===== src/shared/mucr_regs.svh =====
// Offsets, field positions, reset values and limits of the memory unit control register
`ifndef MUCR_REGS_SVH
`define MUCR_REGS_SVH
`define MUCR_SPACE 8'h45
`define MUCR_OFFSET 64'h0000_0000_0000_0000
`define MUCR_RESET 64'h0000_0000_0000_0000
`define MUCR_RW_MASK 64'h0000_0201_ffe0_000c
`define MUCR_SPEC_BIT 41
`define MUCR_MASK_HI 32
`define MUCR_MASK_LO 25
`define MUCR_PR_BIT 24
`define MUCR_PW_BIT 23
`define MUCR_VR_BIT 22
`define MUCR_VW_BIT 21
`define MUCR_DM_BIT 3
`define MUCR_IM_BIT 2
`define MUCR_PHYS_TOP 40
`define MUCR_SPEC_FETCH_LIMIT 11'h400
`endif


===== src/shared/mucr_pkg.sv =====
// Types shared by the memory unit control register and its watchpoint matcher
`default_nettype none
package mucr_pkg;
    typedef struct packed {
        logic spec_inhibit;
        logic [7:0] watch_mask;
        logic phys_read_watch_en;
        logic phys_write_watch_en;
        logic virt_read_watch_en;
        logic virt_write_watch_en;
        logic data_translate_en;
        logic instr_translate_en;
    } mucr_ctrl_t;
endpackage
`default_nettype wire


===== src/shared/mucr_if.sv =====
// Carrier between the control register and the watchpoint matcher
`default_nettype none
interface mucr_if;
    import mucr_pkg::*;
    mucr_ctrl_t ctrl;
    logic acc_valid;
    logic acc_write;
    logic [63:0] acc_va;
    logic [63:0] acc_pa;
    logic [7:0] acc_bytes;
    logic [63:3] watch_address;
    logic virt_hit;
    logic phys_hit;
    modport regs (output ctrl, acc_valid, acc_write, acc_va, acc_pa, acc_bytes, watch_address,
        input virt_hit, phys_hit);
    modport watch (input ctrl, acc_valid, acc_write, acc_va, acc_pa, acc_bytes, watch_address,
        output virt_hit, phys_hit);
endinterface
`default_nettype wire


===== src/core/mucr_top.sv =====
// Memory unit control register with speculation, watchpoint and translation controls
`include "mucr_regs.svh"
`default_nettype none
// How it works
// Bits 49:48 and 47:42 always read zero and writes to them are dropped.
// Bits 1 and 0 always read zero and writes to them are dropped.
// With bit 41 set, branch prediction is off and fetch treats every branch as not taken.
// With bit 41 set, loads and stores behind an unresolved branch are held.
// With bit 41 set, the hardware prefetcher is off and software prefetches do nothing.
// With bit 41 set, fetch past a control transfer is capped at 1KB.
// Software should issue a full barrier right after setting bit 41.
// Bits 32:25 hold a writable byte mask for the one shared watchpoint address.
// Bits 24 and 23 arm physical watchpoint exceptions for reads and writes.
// Bits 22 and 21 arm virtual watchpoint exceptions for reads and writes.
// With bit 3 clear, data addresses bypass translation and the virtual address is used.
// With bit 2 clear, instruction addresses bypass translation likewise.
// Software must flush after storing a new instruction translation enable.
// A match under both interpretations raises only the virtual exception.
// Physical comparison ignores watch address bits 63 to 41.
module mucr_top
    import mucr_pkg::*;
#(
    parameter logic [10:0] FETCH_AHEAD_MAX = 11'h7ff
) (
    input wire logic clk_sys,
    input wire logic rst_n,
    input wire logic asi_valid,
    input wire logic asi_write,
    input wire logic [7:0] asi_num,
    input wire logic [63:0] asi_va,
    input wire logic [63:0] asi_wdata,
    output logic [63:0] asi_rdata,
    output logic asi_rvalid,
    output logic asi_hit,
    input wire logic branch_pending,
    output logic branch_predict_off,
    output logic mem_op_hold,
    output logic hw_prefetch_off,
    output logic sw_prefetch_nop,
    output logic [10:0] fetch_limit_bytes,
    input wire logic dacc_valid,
    input wire logic dacc_write,
    input wire logic [63:0] dacc_va,
    input wire logic [7:0] dacc_bytes,
    input wire logic [63:0] dacc_tlb_pa,
    input wire logic [63:3] watch_address,
    output logic [63:0] data_pa,
    output logic virt_watch_exception,
    output logic phys_watch_exception,
    input wire logic [63:0] inst_va,
    input wire logic [63:0] inst_tlb_pa,
    output logic [63:0] inst_pa
);
    // A cap below the inhibited limit would make the inhibit widen fetch-ahead
    if (FETCH_AHEAD_MAX < `MUCR_SPEC_FETCH_LIMIT) begin : g_limit_check
        $error("FETCH_AHEAD_MAX below the inhibited fetch limit");
    end

    mucr_if bus ();

    ////////////////////////////////////////////////////////////////////////////////
    // Register access in the control space
    logic [63:0] ctrl_word;
    logic [63:0] next_ctrl_word;
    logic [63:0] next_rdata;
    logic next_rvalid;
    logic next_hit;
    logic sel;

    always_comb begin
        sel = asi_valid && (asi_num == `MUCR_SPACE) && (asi_va == `MUCR_OFFSET);
        next_ctrl_word = ctrl_word;
        // only writable bits stored
        if (sel && asi_write) begin
            next_ctrl_word = asi_wdata & `MUCR_RW_MASK;
        end
        next_rvalid = asi_valid && !asi_write;
        next_hit = sel;
        // Unmapped reads answer zero so stale data never leaks out
        next_rdata = (sel && !asi_write) ? (ctrl_word & `MUCR_RW_MASK) : 64'h0;
    end

    always_ff @(posedge clk_sys or negedge rst_n) begin
        if (!rst_n) begin
            ctrl_word <= `MUCR_RESET;
            asi_rdata <= 64'h0;
            asi_rvalid <= 1'b0;
            asi_hit <= 1'b0;
        end else begin
            ctrl_word <= next_ctrl_word;
            asi_rdata <= next_rdata;
            asi_rvalid <= next_rvalid;
            asi_hit <= next_hit;
        end
    end

    always_comb begin
        bus.ctrl.spec_inhibit = ctrl_word[`MUCR_SPEC_BIT];
        bus.ctrl.watch_mask = ctrl_word[`MUCR_MASK_HI:`MUCR_MASK_LO];
        bus.ctrl.phys_read_watch_en = ctrl_word[`MUCR_PR_BIT];
        bus.ctrl.phys_write_watch_en = ctrl_word[`MUCR_PW_BIT];
        bus.ctrl.virt_read_watch_en = ctrl_word[`MUCR_VR_BIT];
        bus.ctrl.virt_write_watch_en = ctrl_word[`MUCR_VW_BIT];
        bus.ctrl.data_translate_en = ctrl_word[`MUCR_DM_BIT];
        bus.ctrl.instr_translate_en = ctrl_word[`MUCR_IM_BIT];
    end

    ////////////////////////////////////////////////////////////////////////////////
    // Speculation controls
    logic next_predict_off;
    logic next_mem_hold;
    logic next_hw_pf_off;
    logic next_sw_pf_nop;
    logic [10:0] next_fetch_limit;

    always_comb begin
        // no prediction
        next_predict_off = bus.ctrl.spec_inhibit;
        // hold behind branch
        next_mem_hold = bus.ctrl.spec_inhibit && branch_pending;
        // prefetch off
        next_hw_pf_off = bus.ctrl.spec_inhibit;
        next_sw_pf_nop = bus.ctrl.spec_inhibit;
        // fetch cap
        next_fetch_limit = bus.ctrl.spec_inhibit ? `MUCR_SPEC_FETCH_LIMIT : FETCH_AHEAD_MAX;
    end

    always_ff @(posedge clk_sys or negedge rst_n) begin
        if (!rst_n) begin
            branch_predict_off <= 1'b0;
            mem_op_hold <= 1'b0;
            hw_prefetch_off <= 1'b0;
            sw_prefetch_nop <= 1'b0;
            fetch_limit_bytes <= FETCH_AHEAD_MAX;
        end else begin
            branch_predict_off <= next_predict_off;
            mem_op_hold <= next_mem_hold;
            hw_prefetch_off <= next_hw_pf_off;
            sw_prefetch_nop <= next_sw_pf_nop;
            fetch_limit_bytes <= next_fetch_limit;
        end
    end

    ////////////////////////////////////////////////////////////////////////////////
    // Address translation bypass
    logic [63:0] next_data_pa;
    logic [63:0] next_inst_pa;

    always_comb begin
        // data bypass
        next_data_pa = bus.ctrl.data_translate_en ? dacc_tlb_pa : dacc_va;
        // instruction bypass
        next_inst_pa = bus.ctrl.instr_translate_en ? inst_tlb_pa : inst_va;
    end

    always_ff @(posedge clk_sys or negedge rst_n) begin
        if (!rst_n) begin
            data_pa <= 64'h0;
            inst_pa <= 64'h0;
        end else begin
            data_pa <= next_data_pa;
            inst_pa <= next_inst_pa;
        end
    end

    ////////////////////////////////////////////////////////////////////////////////
    // Watchpoint matching; physical compare sees the same address that leaves the block
    assign bus.acc_valid = dacc_valid;
    assign bus.acc_write = dacc_write;
    assign bus.acc_va = dacc_va;
    assign bus.acc_pa = next_data_pa;
    assign bus.acc_bytes = dacc_bytes;
    assign bus.watch_address = watch_address;

    mucr_watch u_watch (
        .clk_sys(clk_sys),
        .rst_n(rst_n),
        .bus(bus)
    );

    assign virt_watch_exception = bus.virt_hit;
    assign phys_watch_exception = bus.phys_hit;
endmodule
`default_nettype wire


===== src/core/mucr_watch.sv =====
// Data watchpoint matcher for virtual and physical interpretations of one address
`include "mucr_regs.svh"
`default_nettype none
module mucr_watch
    import mucr_pkg::*;
(
    input wire logic clk_sys,
    input wire logic rst_n,
    mucr_if.watch bus
);
    logic virt_hit;
    logic phys_hit;
    logic next_virt_hit;
    logic next_phys_hit;
    logic virt_match;
    logic phys_match;
    logic lanes_hit;
    logic rd_armed_v;
    logic rd_armed_p;

    always_comb begin
        // Byte mask selects which bytes of the watched doubleword trigger
        lanes_hit = |(bus.ctrl.watch_mask & bus.acc_bytes);
        virt_match = bus.acc_valid && lanes_hit && (bus.acc_va[63:3] == bus.watch_address);
        // high bits ignored
        phys_match = bus.acc_valid && lanes_hit &&
            (bus.acc_pa[`MUCR_PHYS_TOP:3] == bus.watch_address[`MUCR_PHYS_TOP:3]);
        // virtual enables
        rd_armed_v = bus.acc_write ? bus.ctrl.virt_write_watch_en : bus.ctrl.virt_read_watch_en;
        // physical enables
        rd_armed_p = bus.acc_write ? bus.ctrl.phys_write_watch_en : bus.ctrl.phys_read_watch_en;
        next_virt_hit = virt_match && rd_armed_v;
        // virtual wins
        next_phys_hit = phys_match && rd_armed_p && !next_virt_hit;
    end

    always_ff @(posedge clk_sys or negedge rst_n) begin
        if (!rst_n) begin
            virt_hit <= 1'b0;
            phys_hit <= 1'b0;
        end else begin
            virt_hit <= next_virt_hit;
            phys_hit <= next_phys_hit;
        end
    end

    assign bus.virt_hit = virt_hit;
    assign bus.phys_hit = phys_hit;
endmodule
`default_nettype wire


===== config.mk =====
export PLATFORM = sky130hd
export DESIGN_NAME = mucr_top
export DESIGN_NICKNAME = d
export VERILOG_FILES = /design/src/shared/mucr_pkg.sv /design/src/shared/mucr_if.sv /design/src/core/mucr_top.sv /design/src/core/mucr_watch.sv
export VERILOG_INCLUDE_DIRS = /design/src /design/src/shared
export SDC_FILE = /design/constraint.sdc
export NUM_CORES = 1
export LEC_CHECK = 0
export ABC_AREA = 1
export BUFFER_PORTS_ARGS = -buffer_cell sky130_fd_sc_hd__buf_2
export CELL_PAD_IN_SITES_DETAIL_PLACEMENT = 1
export CELL_PAD_IN_SITES_GLOBAL_PLACEMENT = 1
export CORE_AREA = 2 2 264 266
export DETAILED_ROUTE_END_ITERATION = 8
export DIE_AREA = 0 0 266 268
export GPL_TIMING_DRIVEN = 1
export PLACE_DENSITY = 0.47
export SYNTH_ARGS = -nofsm -noshare
export SYNTH_HDL_FRONTEND = slang
export SYNTH_HIERARCHICAL = 1
export SYNTH_SLANG_ARGS = --single-unit

===== constraint.sdc =====
create_clock -name clk_sys -period 5.15 [get_ports clk_sys]
set_input_delay 0.2575 -clock clk_sys [delete_from_list [all_inputs] [get_ports clk_sys]]
set_output_delay 0.2575 -clock clk_sys [all_outputs]
set_load 0.01 [all_outputs]

==> out/metrics.cfg <==
[status]
status = complete, no violations

[pwr]
switching_share = 0.314
power_density_nw_per_um2 = 224
power_switching_mw = 1.11
leakage_nw = 8.45
combPwrFrac = 0.198
p_total_mw = 3.52
p_seq_frac = 0.386
clock_power_share = 0.416
intPower_mw = 2.42
ir_worst_vdd_uv = 135

[routing]
drc = 0
dr_total_vias = 10600
ant_nets = 0
wl_mm = 48.8
drt-initial-drc-count = 408
wire_per_inst_um = 16.4
via_per_inst = 3.59
drt-pass1-iter-count = 4

[synth]
synth-edff-count = 0
synth-main-ff-cell = dfrtp_1
postSynthCellCount = 1242
synth_area_leaders = dfrtp_1 47%, nand2_1 26%, nor2_1 6.4%
synth.most_common_cell = nand2_1
ys_types = 22
syn_area_um2 = 8820
synthArstFlopShare = 1.00
seq_area_frac_synth = 0.468
yosys.area.top_type = dfrtp_1
yosysTopAreaCellShare = 0.466
ys_ff_latch = 165
synth.avg_cell_area_um2 = 7.10
synth_commonest_cells = 620 x nand2_1, 164 x dfrtp_1, 151 x nor2_1
ys_warn_count = 6

[global_route]
grt_first_pass_wirelength_mm = 70.2
track_usage = 0.134
grt_overflow = 0
grt_pass1_vias = 11500
antenna_found_initial = 13
grt_start_max_net_pins = 96

[sta]
finClkSkew_ns = 0.0123
hold_viol = 0
setup_viol = 0
rsz0062_at_grt = false
fmax_mhz = 416
fin_crit_sh = 0.467
worst_pin_slew_ns = 0.943
drv_slew = 0
max-slew-margin-rel = 0.369
tns_ns = 0
finalCriticalPeriod_ns = 2.41

[clock_tree]
path_clk_slew_ns = 0.09
htree_num_levels = 4
cts_inserted_buffers = 17
cts_max_path_buffers = 2
cts_root_buf = clkbuf_16
cts_tree = done
cts_setup_buffers = 0
clk_latency_ns = 0.49
cts_resized = 0
cts_sinks = 165

[setup_path]
cp-start-kind = flop
worst_ep_arrival_time_ns = 2.84
crit_path_end_kind = flop
worstPathRequired_ns = 5.58
rrSetupSlack_ns = 2.74
crit_top_cell = nand2_1
reg2reg_from = ctrl_word[3]
crit_chain = inv_2 > buf_4 > nand2_1 > nand2_1 > xnor2_1 > nand2_1 > nor2_1 > nand2_1 > nor2_1 > nand2_1 > nor2_1 > nand2_1 > inv_1
r2r_cells = 13
path_max_fanout = 27
slowest_delay_ns = 0.49
crit_type = flop to flop
crit_slowest_cell = inv_2
r2r_end = u_watch/bus.phys_hit

[die]
start_util = 0.129
fp-row-count = 96
die_h_um = 268
num_io_pins = 679
die_x_um = 266
coreArea_um2 = 68200
die-area_um2 = 71300

[placement]
gp_congestion = 0.826
hpwl_mm = 37.6
dp.cells = 2664
portBuffers = 579

[worst_hold_path]
min_path_type = input port to flop
min_from = dacc_tlb_pa[59]
min_to = data_pa[59]
min_path_cells = 3

[final_layout]
drive_gt1_frac = 0.308
final_cells = 2968
layout.nets = 2530
area_growth_pct = 78.8

[flow_run]
drv_cap = 0

worst max-delay path, delay by kind of cell, from the launching register on:
family	cells	cell delay, ns
AND/OR/NAND/NOR	9	0.82
buffers and inverters	3	0.93
XOR/XNOR	1	0.15
flip-flops	1	0.42
how the worst max path moves through the flow:
stage	start	end	slack, ns
after floorplan	ctrl_word[3]	u_watch/bus.phys_hit	3.36
after global placement	ctrl_word[3]	u_watch/bus.phys_hit	2.71
after detailed placement	asi_va[55]	asi_rdata[28]	2.69
after CTS	ctrl_word[3]	u_watch/bus.phys_hit	2.71
after global routing	ctrl_word[3]	u_watch/bus.phys_hit	2.49
final	ctrl_word[3]	u_watch/bus.phys_hit	2.74
stage by stage:
| step | instance area [µm²] | util | setup WS [ns] | hold WS [ns] |
|---|---|---|---|---|
| floorplan | 9000 | - | 3.36 | -0.0381 |
| global placement | 12500 | 0.183 | 2.71 | 0.360 |
| detailed placement | 12500 | 0.183 | 2.69 | 0.350 |
| CTS | 15700 | 0.231 | 2.71 | 0.00141 |
| global route | 15800 | 0.231 | 2.49 | 0.0409 |
| finish | 15800 | 0.231 | 2.74 | 0.0466 |
state kept, by name, summed over array words and instances (netlist names):
name,flops
ctrl_word,15
mem_op_hold,1
sw_prefetch_nop,1
asi_rdata,15
inst_pa,64
asi_rvalid,1
data_pa,64
u_watch/bus.virt_hit,1
u_watch/bus.phys_hit,1
asi_hit,1
fetch_limit_bytes,1
cell families after synthesis:
| family | Yosys count | share of synthesized area |
|---|---|---|
| xor+xnor | 52 | 0.0517 |
| compound gates | 6 | 0.00341 |
| simple gates | 817 | 0.363 |
| buf+inv | 200 | 0.113 |
| flops | 165 | 0.468 |
| other cells | 2 | 0.000852 |
cell usage in the layout, fill, tap and decap left out, types with 3 or more instances in the layout:
master and instances:
diode_2 11, nand3_1 4, dfrtp_1 162, dlygate4sd3_1 261, o21ai_0 6, nand4_1 23
clkinv_8 5, inv_1 103, inv_8 5, clkbuf_16 17, nand2_1 620, nor2_1 151
buf_4 7, xnor2_1 50, nor2_2 11, conb_1 50, or2_2 3, buf_2 578
layer usage:
layer	global-route usage	wire length [µm]
met4	0.0498	1180
met5	0	13
met1	0.158	20000
met2	0.236	24600
met3	0.0334	3010
power by group through the flow:
| stage | sequential, mW | clock (mW) | combinational (mW) |
|---|---|---|---|
| after floorplan | 1.41 | 0 | 0.194 |
| final | 1.36 | 1.47 | 0.699 |
| after global routing | 1.36 | 1.59 | 0.776 |
| after CTS | 1.36 | 1.55 | 0.704 |
| after global placement | 1.38 | 0 | 0.539 |
| after detailed placement | 1.39 | 0 | 0.545 |
what timing repair did:
item                                   in CTS  in global routing
setup endpoints to repair                   0                  0
endpoints found under the hold margin     211                  0
hold buffers                              261                  0
final cells by class:
class / instances / area [µm²]
timing repair buffer: 848 / 5590
multi-input combinational: 925 / 3870
inverter: 105 / 394
tap: 882 / 1100
fill: 8496 / 52500
antenna: 11 / 27.5
clock buffer: 17 / 425
clock inverter: 15 / 218
sequential: 165 / 4130
No activity file was read; power rests on OpenSTA's default activity.
